===== src/design/sleep_timer_regs.svh =====
`ifndef SLEEP_TIMER_REGS_SVH
`define SLEEP_TIMER_REGS_SVH

// How it works
// - Counter is 24 bits and steps by one on each rising low-frequency clock edge.
// - Counter runs from reset release onward; nothing stops, clears or reloads it.
// - Compare event fires when all 24 counter bits equal all 24 compare bits.
// - Each compare event sets the sleep compare flag, interrupt source 5.
// - Interrupt request is set one clock after enable bit and sleep compare flag are both set, and clears one clock after either clears.
// - Counter keeps running in light and deep sleep; compare event wakes to active.
// - Compare value resets to 0xFFFFF and holds it until software writes.
// - Each compare event is also given as DMA trigger 9.
// - Reading the high byte register returns counter bits 23 to 16.
// - High byte read shows the value captured when the low byte was read.
// - Writing the high byte stages compare bits 23 to 16; counter untouched.
// - Staged high compare byte applies only when the low byte is written.
// - Middle byte reads captured counter bits 15 to 8; writes stage compare bits.
// - Low byte read returns bits 7 to 0 and captures upper bytes; write commits.

// ----------------------------------------------------------------------------
// Register offsets
// ----------------------------------------------------------------------------
`define SLP_LOW_OFF  8'h95
`define SLP_MID_OFF  8'h96
`define SLP_HIGH_OFF 8'h97

// ----------------------------------------------------------------------------
// Reset values and identities
// ----------------------------------------------------------------------------
`define SLP_CMP_RST   24'h0f_ffff
`define SLP_CNT_RST   24'h00_0000
`define SLP_BYTE_RST  8'h00
`define SLP_CNT_ONE   24'h00_0001
`define SLP_IRQ_SRC   5
`define SLP_DMA_TRIG  9

`endif


===== src/design/sleep_timer_pkg.sv =====
`default_nettype none

package sleep_timer_pkg;
    typedef logic [7:0]  byte_t;
    typedef logic [7:0]  sfr_addr_t;
    typedef logic [23:0] count_t;
    typedef logic [15:0] upper_t;

    // Power mode reported by the power manager, one-hot.
    typedef enum logic [2:0] {
        active_power_mode = 3'h1,
        light_sleep_mode  = 3'h2,
        deep_sleep_mode   = 3'h4
    } pwr_mode_t;
endpackage

`default_nettype wire


===== src/design/lf_tick_sync.sv =====
`timescale 1ns/1ps
`default_nettype none

// ----------------------------------------------------------------------------
// Low-frequency clock synchroniser and rising-edge tick
// ----------------------------------------------------------------------------
module lf_tick_sync (
    input  wire logic clk,
    input  wire logic rst_b,
    input  wire logic lf_clk_in,
    output logic      lf_tick
);
    logic meta_r;
    logic sync_r;
    logic last_r;
    logic tick_r;
    logic tick_nxt;

    // Only the second stage and later look at the slow clock level.
    always_comb begin
        tick_nxt = sync_r && !last_r;
    end

    // Two stages guard against metastability; the third remembers the old level.
    always_ff @(posedge clk) begin
        if (!rst_b) begin
            meta_r <= 1'b0;
            sync_r <= 1'b0;
            last_r <= 1'b0;
            tick_r <= 1'b0;
        end else begin
            meta_r <= lf_clk_in;
            sync_r <= meta_r;
            last_r <= sync_r;
            tick_r <= tick_nxt;
        end
    end

    assign lf_tick = tick_r;
endmodule

`default_nettype wire


===== src/design/sleep_wakeup_timer.sv =====
`timescale 1ns/1ps
`default_nettype none
`include "sleep_timer_regs.svh"

module sleep_wakeup_timer (
    input  wire logic                       clk,
    input  wire logic                       rst_b,
    input  wire logic                       lf_clk_in,
    input  wire sleep_timer_pkg::sfr_addr_t sfr_addr,
    input  wire sleep_timer_pkg::byte_t     sfr_wdata,
    input  wire logic                       sfr_wr,
    input  wire logic                       sfr_rd,
    output sleep_timer_pkg::byte_t          sfr_rdata,
    input  wire logic                       sleep_compare_irq_enable,
    input  wire logic                       flag_clear,
    input  wire sleep_timer_pkg::pwr_mode_t power_mode,
    output logic                            sleep_compare_flag,
    output logic                            irq_req,
    output logic                            dma_trigger,
    output logic                            wake_req
);
    import sleep_timer_pkg::*;

    logic   lf_tick;
    logic   tick_d_r;
    logic   tick_d_nxt;
    count_t count_r;
    count_t count_nxt;
    count_t cmp_r;
    count_t cmp_nxt;
    upper_t stage_r;
    upper_t stage_nxt;
    upper_t snap_r;
    upper_t snap_nxt;
    byte_t  rdata_r;
    byte_t  rdata_nxt;
    logic   evt;
    logic   sleeping;
    logic   flag_r;
    logic   flag_nxt;
    logic   irq_r;
    logic   irq_nxt;
    logic   dma_r;
    logic   dma_nxt;
    logic   wake_r;
    logic   wake_nxt;

    // Address decode shared by the read and write paths.
    function automatic logic hit(input sfr_addr_t a, input sfr_addr_t off);
        return a == off;
    endfunction

    // ------------------------------------------------------------------------
    // Counter
    // ------------------------------------------------------------------------
    lf_tick_sync lf_tick_sync_i (
        .clk       (clk),
        .rst_b     (rst_b),
        .lf_clk_in (lf_clk_in),
        .lf_tick   (lf_tick)
    );

    // The counter steps on every rising slow edge and has no other load path.
    always_comb begin
        count_nxt = count_r;
        if (lf_tick) begin
            count_nxt = count_r + `SLP_CNT_ONE;
        end
        tick_d_nxt = lf_tick;
    end

    // Registers the counter and the delayed tick used for comparing.
    always_ff @(posedge clk) begin
        if (!rst_b) begin
            count_r  <= `SLP_CNT_RST;
            tick_d_r <= 1'b0;
        end else begin
            count_r  <= count_nxt;
            tick_d_r <= tick_d_nxt;
        end
    end

    // ------------------------------------------------------------------------
    // Compare value and staging
    // ------------------------------------------------------------------------
    // Upper bytes are staged and land together with the low byte write.
    always_comb begin
        cmp_nxt   = cmp_r;
        stage_nxt = stage_r;
        if (sfr_wr && hit(sfr_addr, `SLP_HIGH_OFF)) begin
            stage_nxt[15:8] = sfr_wdata;
        end
        if (sfr_wr && hit(sfr_addr, `SLP_MID_OFF)) begin
            stage_nxt[7:0] = sfr_wdata;
        end
        if (sfr_wr && hit(sfr_addr, `SLP_LOW_OFF)) begin
            cmp_nxt = {stage_r, sfr_wdata};
        end
    end

    // Registers the compare value and the staged upper bytes.
    always_ff @(posedge clk) begin
        if (!rst_b) begin
            cmp_r   <= `SLP_CMP_RST;
            stage_r <= 16'h0000;
        end else begin
            cmp_r   <= cmp_nxt;
            stage_r <= stage_nxt;
        end
    end

    // ------------------------------------------------------------------------
    // Read path and snapshot
    // ------------------------------------------------------------------------
    // A low byte read returns live bits and freezes the upper bytes.
    always_comb begin
        snap_nxt  = snap_r;
        rdata_nxt = rdata_r;
        if (sfr_rd) begin
            if (hit(sfr_addr, `SLP_LOW_OFF)) begin
                rdata_nxt = count_r[7:0];
                snap_nxt  = count_r[23:8];
            end else if (hit(sfr_addr, `SLP_MID_OFF)) begin
                rdata_nxt = snap_r[7:0];
            end else if (hit(sfr_addr, `SLP_HIGH_OFF)) begin
                rdata_nxt = snap_r[15:8];
            end else begin
                rdata_nxt = `SLP_BYTE_RST;
            end
        end
    end

    // Registers the snapshot and the read data.
    always_ff @(posedge clk) begin
        if (!rst_b) begin
            snap_r  <= 16'h0000;
            rdata_r <= `SLP_BYTE_RST;
        end else begin
            snap_r  <= snap_nxt;
            rdata_r <= rdata_nxt;
        end
    end

    // ------------------------------------------------------------------------
    // Events, flag, interrupt, DMA and wake
    // ------------------------------------------------------------------------
    // Match is checked once per counter value, the cycle after it changes.
    always_comb begin
        evt = tick_d_r && (count_r == cmp_r);
        case (power_mode)
            light_sleep_mode: sleeping = 1'b1;
            deep_sleep_mode: sleeping = 1'b1;
            active_power_mode: sleeping = 1'b0;
            default: sleeping = 1'b0;
        endcase
        flag_nxt = evt || (flag_r && !flag_clear);
        irq_nxt  = flag_r && sleep_compare_irq_enable;
        dma_nxt  = evt;
        wake_nxt = evt && sleeping;
    end

    // Registers every event output.
    always_ff @(posedge clk) begin
        if (!rst_b) begin
            flag_r <= 1'b0;
            irq_r  <= 1'b0;
            dma_r  <= 1'b0;
            wake_r <= 1'b0;
        end else begin
            flag_r <= flag_nxt;
            irq_r  <= irq_nxt;
            dma_r  <= dma_nxt;
            wake_r <= wake_nxt;
        end
    end

    assign sfr_rdata          = rdata_r;
    assign sleep_compare_flag = flag_r;
    assign irq_req            = irq_r;
    assign dma_trigger        = dma_r;
    assign wake_req           = wake_r;
endmodule

`default_nettype wire


===== config.mk =====
export PLATFORM = sky130hd
export DESIGN_NAME = sleep_wakeup_timer
export DESIGN_NICKNAME = d
export VERILOG_FILES = /design/src/design/sleep_timer_pkg.sv /design/src/design/lf_tick_sync.sv /design/src/design/sleep_wakeup_timer.sv
export VERILOG_INCLUDE_DIRS = /design/src /design/src/design
export SDC_FILE = /design/constraint.sdc
export NUM_CORES = 1
export LEC_CHECK = 0
export BUFFER_PORTS_ARGS = -buffer_cell sky130_fd_sc_hd__clkbuf_2
export CORE_ASPECT_RATIO = 1.25
export CORE_MARGIN = 10
export CORE_UTILIZATION = 55
export CTS_CLUSTER_DIAMETER = 30
export DETAILED_ROUTE_END_ITERATION = 16
export GPL_TIMING_DRIVEN = 0
export PLACE_DENSITY = 0.78
export SETUP_SLACK_MARGIN = 0.3
export SLEW_MARGIN = 20
export SYNTH_ARGS = -nofsm -noshare
export SYNTH_HDL_FRONTEND = slang
export SYNTH_SLANG_ARGS = --single-unit

===== constraint.sdc =====
create_clock -name clk -period 2.1 [get_ports clk]
set_input_delay 0.105 -clock clk [delete_from_list [all_inputs] [get_ports clk]]
set_output_delay 0.105 -clock clk [all_outputs]
set_load 0.01 [all_outputs]

==> out/qor.txt, run 1 <==
Fill cells - 582
Post-synth EDFFs - 0
Bufs and invs on worst path - 2
Hold EP - wake_req
Hold path start - power_mode[2]
# DRC - 0
Grt total ovfl - 0
Critical-path maximum fanout - 7
Top-count cell post-synth - dfxtp_1
Initial Util - 56.1%
Post-synth top cells - dfxtp_1, mux2i_1, nand2_1, nor2_1, xnor2_1
Flop2flop setup slack - 290 ps
Seq pwr share - 57.7%
Worst Skew - 12.9 ps
Crit path depth - 6
Max frequency - 554 MHz
Final Hold Viols - 0
1st-iter DRT viols - 297
MaxCap Viol Count - 0
Share of layout cells above drive strength 1 - 22.4%
Final Cell Area - 5000 um^2
Crit-path slowest cell - or4_4
Ys Warns - 0
Kind of critical path - reg -> reg
I/O Buffers - 37
#FFs+latches synth - 97
RR Startpoint - count_r[3]
Status - complete, no violations
Largest cells by area after synthesis - dfxtp_1, mux2i_1, nand2_1
CTS max path bufs - 2
Post-Syn Nets - 458
Largest area contributor in the netlist - dfxtp_1
Internal Power - 2.45 mW
Worst stage delay on the critical path - 560 ps
Startpoint Class - flop
TritonCTS clock tree - yes
Antenna cells - 0
Post-synth top area share - 47.0%
Die height - 117 um
Pwr Density - 638 nW/um^2
Predominant post-synthesis flop cell - dfxtp_1
Family with the most delay on the worst path - simple AND/OR/NAND/NOR gates
VDD IR max - 0.434 mV
Crit share post-route - 86.0%
Final ANT Viol Nets - 0
Vias in the first global route - 3464
All-Layer GR Usage - 18.3%
RSZ-0062 raised after global routing - yes
Worst-Margin Slew - 676 ps
TNS Setup - 0 ps
Die W - 97.5 um
Net switching power - 0.739 mW
Post-Route WL - 10300 um
Boundary pin count - 38
Non-Filler Instances - 602
Yosys cell types - 35
# setup viols final - 0
Switching share of power - 23.2%
First-pass GRT wire length - 17100 um
Period minus WS final - 1810 ps
Combinational share of power - 4.2%
DIE AREA - 11400 um^2
Avg WL per Cell - 17.1 um
Leakage - 2.30 nW
H-tree depth - 3
Max transition margin - 54.8%
Largest net degree at the start of global routing - 17
Worst reg2reg path depth - 6
Worst R2R End - count_r[22]
Final Slew Violations - 0
Core area - 7360 um^2
Cell Chain, Critical Path - buf_6 -> buf_12 -> nand4_4 -> or4_4 -> or3_4 -> a21oi_2
Asr flop ratio synth - 0%
Sink Count - 97
Hold WC Path Type - in -> reg
CP Data Arrival Time - 2100 ps
Crit path capture type - flop
Worst-path clk slew - 100 ps
Clock share of power - 38.1%
Nets@finish - 532
Via density - 5.64
Antenna violations before repair - 0
Cell Area, Placed - 4440 um^2
Final GP Congestion - 0.918
Netlist Area Pre-Place - 4130 um^2
Vias - 3398
Synth-to-Final Area Change - 21.0%
Clk_lat worst skew - 370 ps
Clock Root Buffer - clkbuf_8
Post-synthesis sequential area ratio - 47.0%
Drt first pass iters - 5
Mean Syn Cell Area - 9.58 um^2
Critical path required time - 2390 ps
Dpl cells - 560
Num CTS Buffers - 9
Post-DP HPWL - 7420 um
Cell count after synthesis - 431
Hold Path Depth - 3
Row cnt - 35
==> power groups by stage <==
| stage | Clock, mW | Sequential [mW] | Combinational (mW) |
|---|---|---|---|
| global placement | 0 | 1.89 | 0.106 |
| detailed placement | 0 | 1.89 | 0.108 |
| global route | 1.29 | 1.84 | 0.145 |
| floorplan | 0 | 1.89 | 0.0598 |
| finish | 1.22 | 1.84 | 0.133 |
| CTS | 1.22 | 1.84 | 0.132 |
==> flip-flops by register name (all words and copies together) (netlist names), 8 cells and up <==
signal and cells:
cmp_r 24, count_r 24, snap_r 16, sfr_rdata 8
stage_r 16
==> through the flow <==
stage / util (%) / total power [mW] / hold slack (ps) / worst slack, ps
after floorplan: - / 1.95 / 181 / 325
after global placement: 60.3 / 2.00 / 269 / 59.3
after detailed placement: 60.3 / 2.00 / 272 / 20.7
after CTS: 66.9 / 3.19 / 13.5 / 301
after global routing: 67.9 / 3.28 / 15.0 / 239
final: 67.9 / 3.19 / 6.74 / 294
==> cell families (layout without fill, tap and decap cells) <==
logic type | after synthesis | after routing | share of synthesized area (%)
fa+ha+maj | 1 | 1 | 0.303
flops | 97 | 97 | 47.0
simple gates | 158 | 158 | 19.3
compound gates | 36 | 36 | 5.60
buf+inv | 36 | 115 | 3.60
mux | 68 | 68 | 16.7
xor+xnor | 35 | 35 | 7.42
==> per-layer routing <==
layer	vias to the layer above	routed length, um	global-route usage [%]	part of all wire (%)
met3	36	655	4.17	6.4
met4	0	438	8.35	4.3
met2	110	5200	34.4	51
met5	-	0	0	0
met1	1626	3990	19.1	39
li1	1626	-	-	-
==> how the worst max path moves through the flow <==
stage | to | start | slack [ps]
finish | count_r[22] | count_r[3] | 290
CTS | count_r[22] | count_r[11] | 300
global route | count_r[18] | count_r[3] | 240
global placement | count_r[23] | count_r[9] | 60
floorplan | count_r[22] | count_r[0] | 320
detailed placement | count_r[23] | count_r[9] | 20
==> cells in the final DEF (no fill, tap or decap), drive strengths merged, types with 3 or more instances in the layout <==
| cell | synthesis | routed |
|---|---|---|
| o21ai | 9 | 9 |
| a21oi | 10 | 10 |
| nand3 | 8 | 8 |
| nor4 | 7 | 7 |
| dlygate4sd3 | 0 | 12 |
| nand2b | 3 | 3 |
| or4 | 3 | 3 |
| and2 | 5 | 5 |
| xor2 | 14 | 14 |
| xnor2 | 21 | 21 |
| a2bb2oi | 8 | 8 |
| or3 | 7 | 7 |
| inv | 8 | 9 |
| nor2 | 41 | 41 |
| nand4b | 3 | 3 |
| nand4 | 13 | 13 |
| dfxtp | 97 | 97 |
| clkbuf | 20 | 63 |
| nand2 | 57 | 57 |
| nor3 | 3 | 3 |
| buf | 8 | 26 |
| mux2i | 60 | 60 |
| nor2b | 3 | 3 |
| mux2 | 8 | 8 |
| a22oi | 8 | 8 |
==> tightest hold or removal path: cells and delay by family <==
| family | cells | cell delay [ps] |
|---|---|---|
| XOR/XNOR | 1 | 110 |
| buffers and inverters | 1 | 80 |
| AND/OR/NAND/NOR | 1 | 40 |
==> layout make-up <==
type                            instances  area [um^2]  share of cell area [%]
Multi-Input combinational cell        298         2100                    42.0
Sequential cell                        97         1970                    39.3
Timing Repair Buffer                   63          423                    8.46
Buffer                                 28          168                    3.36
Clock buffer                           10          128                    2.55
Tap cell                               92          115                    2.30
Clock inverter                          6         67.6                    1.35
Inverter                                8         30.0                   0.601
==> what timing repair did <==
action                     in CTS  in global routing
hold buffers                   12                  0
pin swaps                       6                  5
hold endpoints to repair       12                  0
gates cloned                    0                  0
setup endpoints to repair      12                  7
resized for setup              25                 20
setup buffers                  12                  2
Note: power is estimated with default switching activity, not from simulation.
==> inputs of run 2 (changes only) <==
--- a/config.mk
+++ b/config.mk
@@ -9,11 +9,11 @@
 export BUFFER_PORTS_ARGS = -buffer_cell sky130_fd_sc_hd__clkbuf_2
 export CORE_ASPECT_RATIO = 1.25
 export CORE_MARGIN = 10
-export CORE_UTILIZATION = 55
+export CORE_UTILIZATION = 56
 export CTS_CLUSTER_DIAMETER = 30
 export DETAILED_ROUTE_END_ITERATION = 16
 export GPL_TIMING_DRIVEN = 0
-export PLACE_DENSITY = 0.78
+export PLACE_DENSITY = 0.79
 export SETUP_SLACK_MARGIN = 0.3
 export SLEW_MARGIN = 20
 export SYNTH_ARGS = -nofsm -noshare
==> out/qor.txt, run 2 (synthesis results as in run 1) <==
Status - complete, no violations (unchanged)
Worst reg2reg path depth - 6 (unchanged)
Max frequency - 548 MHz (was 554 MHz)
RSZ-0062 raised after global routing - yes (unchanged)
CTS max path bufs - 2 (unchanged)
Post-DP HPWL - 7270 um (was 7420 um)
Drt first pass iters - 5 (unchanged)
Worst-Margin Slew - 712 ps (was 676 ps)
Pwr Density - 660 nW/um^2 (was 638 nW/um^2)
I/O Buffers - 37 (unchanged)
Hold WC Path Type - in -> reg (unchanged)
Leakage - 2.35 nW (was 2.30 nW)
Hold EP - lf_tick_sync_i.last_r (was wake_req)
Worst stage delay on the critical path - 550 ps (was 560 ps)
Row cnt - 34 (was 35)
Final Hold Viols - 0 (unchanged)
Vias - 3405 (was 3398)
Grt total ovfl - 0 (unchanged)
RR Startpoint - count_r[5] (was count_r[3])
TNS Setup - 0 ps (unchanged)
Clk_lat worst skew - 370 ps (about the same)
Nets@finish - 534 (was 532)
Period minus WS final - 1820 ps (was 1810 ps)
Startpoint Class - flop (unchanged)
Max transition margin - 52.4% (was 54.8%)
Flop2flop setup slack - 280 ps (was 290 ps)
VDD IR max - 0.470 mV (was 0.434 mV)
H-tree depth - 3 (unchanged)
First-pass GRT wire length - 17000 um (was 17100 um)
Critical-path maximum fanout - 6 (was 7)
Boundary pin count - 38 (unchanged)
Critical path required time - 2400 ps (was 2390 ps)
Final ANT Viol Nets - 0 (unchanged)
TritonCTS clock tree - yes (unchanged)
WL met1 - 4090 um (was 3990 um)
Metal3 WL - 554 um (was 655 um)
Die height - 116 um (was 117 um)
Max Used Layer - met4 (unchanged)
Most frequent cells in the layout - dfxtp_1, mux2i_1, nand2_1, nor2_1, clkbuf_2 (unchanged)
FF+latch area - 1960 um^2 (was 1970 um^2)
DIE AREA - 11200 um^2 (was 11400 um^2)
Die W - 96.8 um (was 97.5 um)
Hold Path Depth - 2 (was 3)
Top Registers - cmp_r: 24 flops, count_r: 24 flops (unchanged)
Final Slew Violations - 0 (unchanged)
All-Layer GR Usage - 18.7% (was 18.3%)
Fill cells - 526 (was 582)
Hold path start - rst_b (was power_mode[2])
Crit-path slowest cell - or4_1 (was or4_4)
Synth-to-Final Area Change - 22.4% (was 21.0%)
Met2 routed WL - 5340 um (was 5200 um)
Most frequent CP cell - clkbuf_8
Crit share post-route - 86.9% (was 86.0%)
Via density - 5.66 (was 5.64)
Vias in the first global route - 3353 (was 3464)
Post-Route WL - 10400 um (was 10300 um)
Sink Count - 97 (unchanged)
Initial Util - 58.5% (was 56.1%)
Antenna violations before repair - 0 (unchanged)
# setup viols final - 0 (unchanged)
Kind of critical path - reg -> reg (unchanged)
Final GP Congestion - 0.913 (was 0.918)
Worst-path clk slew - 90 ps (was 100 ps)
Min Hold Slack - 11.8 ps (was 6.74 ps)
# DRC - 0 (unchanged)
Multi-input gate area - 2110 um^2 (was 2100 um^2)
Crit path capture type - flop (unchanged)
Core area - 7060 um^2 (was 7360 um^2)
Worst Skew - 11.3 ps (was 12.9 ps)
Worst R2R End - count_r[17] (was count_r[22])
MaxCap Viol Count - 0 (unchanged)
Share of layout cells above drive strength 1 - 21.9% (was 22.4%)
Cell Chain, Critical Path - clkbuf_8 -> nand4_4 -> or4_1 -> clkbuf_8 -> or3_1 -> a21oi_2 (was buf_6 -> buf_12 -> nand4_4 -> or4_4 -> or3_4 -> a21oi_2)
Num CTS Buffers - 9 (unchanged)
Avg WL per Cell - 17.3 um (was 17.1 um)
1st-iter DRT viols - 254 (was 297)
CP Data Arrival Time - 2130 ps (was 2100 ps)
Clock Root Buffer - clkbuf_8 (unchanged)
Commonest non-fill, non-tap cell in the layout - dfxtp_1 (unchanged)
Largest net degree at the start of global routing - 17 (unchanged)
Antenna cells - 0 (unchanged)
-- run 2: changes by cell type in the layout (fill, tap and decap cells not counted), sizes merged --
cell | before | now
clkinv | 2 | 1
buf | 26 | 28
bufinv | 1 | 2
inv | 9 | 8
clkinvlp | 2 | 3
-- run 2: timing repair --
action                                  in CTS  in global routing
pin swaps                                    4                  2
gates cloned                                 0                  0
setup buffers                               14                  2
endpoints found under the hold margin       12                  0
gates resized for setup                     25                 20
hold buffers                                12                  0
endpoints found under the setup margin      12                  9
-- run 2: worst max-delay path by stage --
stage,cells after the start,from,end
after detailed placement,4,count_r[2],count_r[23]
after global routing,6,count_r[5],count_r[17]
final,6,count_r[5],count_r[17]
after floorplan,5,count_r[0],count_r[22]
after global placement,4,count_r[2],count_r[23]
after CTS,5,count_r[1],count_r[20]
-- run 2: per-layer routing --
metal | up-vias | global-route usage (%)
met3 | 29 | 3.69
met4 | 0 | 11.6
met1 | 1612 | 19.2
met5 | - | 0
met2 | 122 | 34.4
li1 | 1642 | -
-- run 2: per-stage QoR --
step,total power [mW],setup WS (ps),instance area (um^2),instances,util [%]
6_report,3.34,276,5050,602,71.6
3_5_place_dp,2.00,25.1,4430,558,62.8
5_1_grt,3.42,231,5050,602,71.6
2_1_floorplan,1.95,325,4140,431,-
3_3_place_gp,1.99,24.6,4430,558,62.8
4_1_cts,3.35,304,4970,600,70.3
-- run 2: worst max-delay path: cells and delay by family (launching register included) --
kind / cells / cell delay, ps
compound gates: 1 / 150
flops: 1 / 330
simple gates: 3 / 970
buf+inv: 2 / 300
-- run 2: area by class of cell --
type,count,area share [%]
Multi-Input combinational cell,298,41.8
Sequential cell,97,38.9
Timing Repair Buffer,65,8.42
Inverter,8,0.594
Tap cell,90,2.23
Clock inverter,6,1.81
Buffer,28,3.54
Clock buffer,10,2.72
-- run 2: where the power goes --
part	internal [mW]	switching [mW]	total [mW]
Combinational	0.0554	0.0770	0.132
Sequential	1.84	0.00278	1.84
Clock	0.705	0.660	1.36
==> inputs of run 3 (changes only) <==
--- a/config.mk
+++ b/config.mk
@@ -6,16 +6,18 @@
 export SDC_FILE = /design/constraint.sdc
 export NUM_CORES = 1
 export LEC_CHECK = 0
+export ABC_AREA = 1
 export BUFFER_PORTS_ARGS = -buffer_cell sky130_fd_sc_hd__clkbuf_2
-export CORE_ASPECT_RATIO = 1.25
+export CORE_ASPECT_RATIO = 1.5
 export CORE_MARGIN = 10
 export CORE_UTILIZATION = 56
 export CTS_CLUSTER_DIAMETER = 30
 export DETAILED_ROUTE_END_ITERATION = 16
 export GPL_TIMING_DRIVEN = 0
-export PLACE_DENSITY = 0.79
+export PLACE_DENSITY = 0.78
 export SETUP_SLACK_MARGIN = 0.3
 export SLEW_MARGIN = 20
 export SYNTH_ARGS = -nofsm -noshare
 export SYNTH_HDL_FRONTEND = slang
+export SYNTH_HIERARCHICAL = 1
 export SYNTH_SLANG_ARGS = --single-unit
==> out/qor.txt, run 3 <==
Status - complete, no violations (unchanged)
TritonCTS clock tree - yes (unchanged)
Grt total ovfl - 0 (unchanged)
Antenna violations before repair - 0 (unchanged)
#FFs+latches synth - 97 (unchanged)
Yosys cell types - 30 (was 35)
Initial Util - 57.1% (was 58.5%)
Final GP Congestion - 0.935 (was 0.913)
H-tree depth - 3 (unchanged)
Die height - 131 um (was 116 um)
Fin util - 65.8% (was 71.6%)
Post-synth EDFFs - 0 (unchanged)
Via density - 5.33 (was 5.66)
Top Registers - cmp_r: 24 flops, count_r: 24 flops (unchanged)
Post-DP HPWL - 9520 um (was 7270 um)
Vias - 4405 (was 3405)
Critical-path maximum fanout - 4 (was 6)
Share of layout cells above drive strength 1 - 12.6% (was 21.9%)
Critical path required time - 2310 ps (was 2400 ps)
# setup viols final - 0 (unchanged)
Worst R2R End - count_r[20] (was count_r[17])
Worst-path clk slew - 70 ps (was 90 ps)
Hold EP - stage_r[14] (was lf_tick_sync_i.last_r)
Sink Count - 97 (unchanged)
Leakage - 2.42 nW (was 2.35 nW)
Synth Area in Compound Gates - 13.7% (was 5.60%)
I/O Buffers - 36 (was 37)
CP Data Arrival Time - 1850 ps (was 2130 ps)
Num CTS Buffers - 9 (unchanged)
Max transition margin - 51.8% (was 52.4%)
Largest net degree at the start of global routing - 16 (was 17)
Post-Synth Simple-Gate Area - 32.8% (was 19.3%)
Kind of critical path - reg -> reg (unchanged)
Commonest non-fill, non-tap cell in the layout - nand2_1 (was dfxtp_1)
Vias in the first global route - 4311 (was 3353)
RSZ-0062 raised after global routing - no (was yes)
Post-Route WL - 12500 um (was 10400 um)
RR Startpoint - count_r[1] (was count_r[5])
Predominant post-synthesis flop cell - dfxtp_1 (unchanged)
Netlist Area Pre-Place - 4570 um^2 (was 4130 um^2)
Row cnt - 40 (was 34)
Clock Root Buffer - clkbuf_16 (was clkbuf_8)
Post-synthesis sequential area ratio - 42.5% (was 47.0%)
Asr flop ratio synth - 0% (unchanged)
Mean Syn Cell Area - 6.89 um^2 (was 9.58 um^2)
Nets@finish - 743 (was 534)
CTS max path bufs - 2 (unchanged)
Largest cells by area after synthesis - dfxtp_1, nand2_1, a21oi_1 (was dfxtp_1, mux2i_1, nand2_1)
Clk_lat worst skew - 350 ps (was 370 ps)
Ys Warns - 6 (was 0)
Fill cells - 695 (was 526)
First-pass GRT wire length - 20300 um (was 17000 um)
Post-Syn Nets - 690 (was 458)
Worst Skew - 7.96 ps (was 11.3 ps)
DIE AREA - 12200 um^2 (was 11200 um^2)
Flop2flop setup slack - 460 ps (was 280 ps)
Post-synth top area share - 42.5% (was 47.0%)
All-Layer GR Usage - 21.1% (was 18.7%)
Synth Area in XOR/XNOR - 0.192% (was 7.42%)
Hold Path Depth - 3 (was 2)
Boundary pin count - 38 (unchanged)
Synth Area in Adders - 0.274% (was 0.303%)
Core area - 8010 um^2 (was 7060 um^2)
Period minus WS final - 1640 ps (was 1820 ps)
Startpoint Class - flop (unchanged)
Avg WL per Cell - 15.2 um (was 17.3 um)
# DRC - 0 (unchanged)
Pwr Density - 718 nW/um^2 (was 660 nW/um^2)
Final Hold Viols - 0 (unchanged)
Main combinational cell family by area after synthesis - simple AND/OR/NAND/NOR gates (unchanged)
MaxCap Viol Count - 0 (unchanged)
Post-synth top cells - nand2_1, dfxtp_1, inv_1, a21oi_1, nand3_1 (was dfxtp_1, mux2i_1, nand2_1, nor2_1, xnor2_1)
Die W - 93.8 um (was 96.8 um)
Post-synthesis mux area share - 0% (was 16.7%)
Final ANT Viol Nets - 0 (unchanged)
1st-iter DRT viols - 370 (was 254)
Antenna cells - 0 (unchanged)
VDD IR max - 0.661 mV (was 0.470 mV)
Crit share post-route - 78.3% (was 86.9%)
Final Slew Violations - 0 (unchanged)
Worst reg2reg path depth - 8 (was 6)
Top-count cell post-synth - nand2_1 (was dfxtp_1)
Crit path capture type - flop (unchanged)
Worst-Margin Slew - 724 ps (was 712 ps)
Hold WC Path Type - in -> reg (unchanged)
TNS Setup - 0 ps (unchanged)
Max frequency - 608 MHz (was 548 MHz)
Hold path start - sfr_wdata[6] (was rst_b)
Cell count after synthesis - 663 (was 431)
Largest area contributor in the netlist - dfxtp_1 (unchanged)
Most frequent cells in the layout - nand2_1, dfxtp_1, inv_1, a21oi_1, nand3_1 (was dfxtp_1, mux2i_1, nand2_1, nor2_1, clkbuf_2)
Synth-to-Final Area Change - 15.2% (was 22.4%)
Drt first pass iters - 6 (was 5)
[run 3: cell types whose count changed after synthesis, sizes merged, moves of 13 or more]
cell,before,now
nand2,57,186
inv,8,96
nand3,8,72
a21oi,10,73
mux2i,60,0
o21ai,9,43
xnor2,21,0
xor2,14,1
[run 3: worst max-delay path by stage]
stage | startpoint | end | slack, ps | depth (start not counted)
2_1_floorplan | count_r[1] | count_r[12] | 770 | 6
3_3_place_gp | count_r[1] | count_r[12] | 450 | 6
3_5_place_dp | count_r[1] | count_r[20] | 430 | 7
4_1_cts | count_r[1] | count_r[20] | 400 | 7
5_1_grt | count_r[12] | count_r[19] | 330 | 7
6_report | count_r[1] | count_r[20] | 460 | 8
[run 3: per-layer routing]
layer	track usage (%)	vias to the layer above	part of all wire, %
li1	-	2224	-
met2	39.4	137	54
met1	21.2	2018	38
met5	0	-	0
met3	3.54	26	4.6
met4	12.8	0	3.6
[run 3: area by class of cell]
cell class              count  area [um^2]  share of cell area [%]
plain buffers              23          120                    2.28
inverters                  96          363                    6.89
multi-input cells         447         2150                    40.8
flip-flops and latches     97         1940                    36.9
repair buffers             42          238                    4.52
clock inverters             5         78.8                    1.50
well taps                 105          131                    2.50
clock buffers              11          243                    4.61
[run 3: cell families after synthesis]
kind of cell	after synthesis
simple gates	325
buf+inv	119
xor+xnor	1
flops	97
compound gates	120
fa+ha+maj	1
[run 3: where the power goes]
group	internal [mW]	leakage (nW)	switching (mW)
sequential	1.85	0.783	0.00333
combinational	0.0540	1.48	0.113
clock	1.07	0.159	0.689
[run 3: critical path, stage by stage, from the launching register on]
cell and delay (ps):
dfxtp_1 420, ha_1 250, nand3_1 210, nor2_1 170, nand2_1 60, nor2_1 180
nand3_1 100, nand2_1 70, nor2_1 40
[run 3: through the flow]
stage | std cells | power, mW | setup slack, ps | hold slack (ps) | area (um^2)
2_1_floorplan | 663 | 1.98 | 769 | 198 | 4570
3_3_place_gp | 804 | 2.04 | 452 | 290 | 4880
3_5_place_dp | 804 | 2.05 | 429 | 296 | 4880
4_1_cts | 825 | 3.79 | 401 | 10.3 | 5250
5_1_grt | 826 | 3.86 | 329 | 46.2 | 5270
6_report | 826 | 3.78 | 456 | 14.6 | 5270
[run 3: timing repair]
item                                   4_1_cts  5_1_grt
buffers inserted                             0        1
setup endpoints to repair                    0        2
gates resized for setup                      0        1
hold buffers                                 5        0
endpoints found under the hold margin        4        0
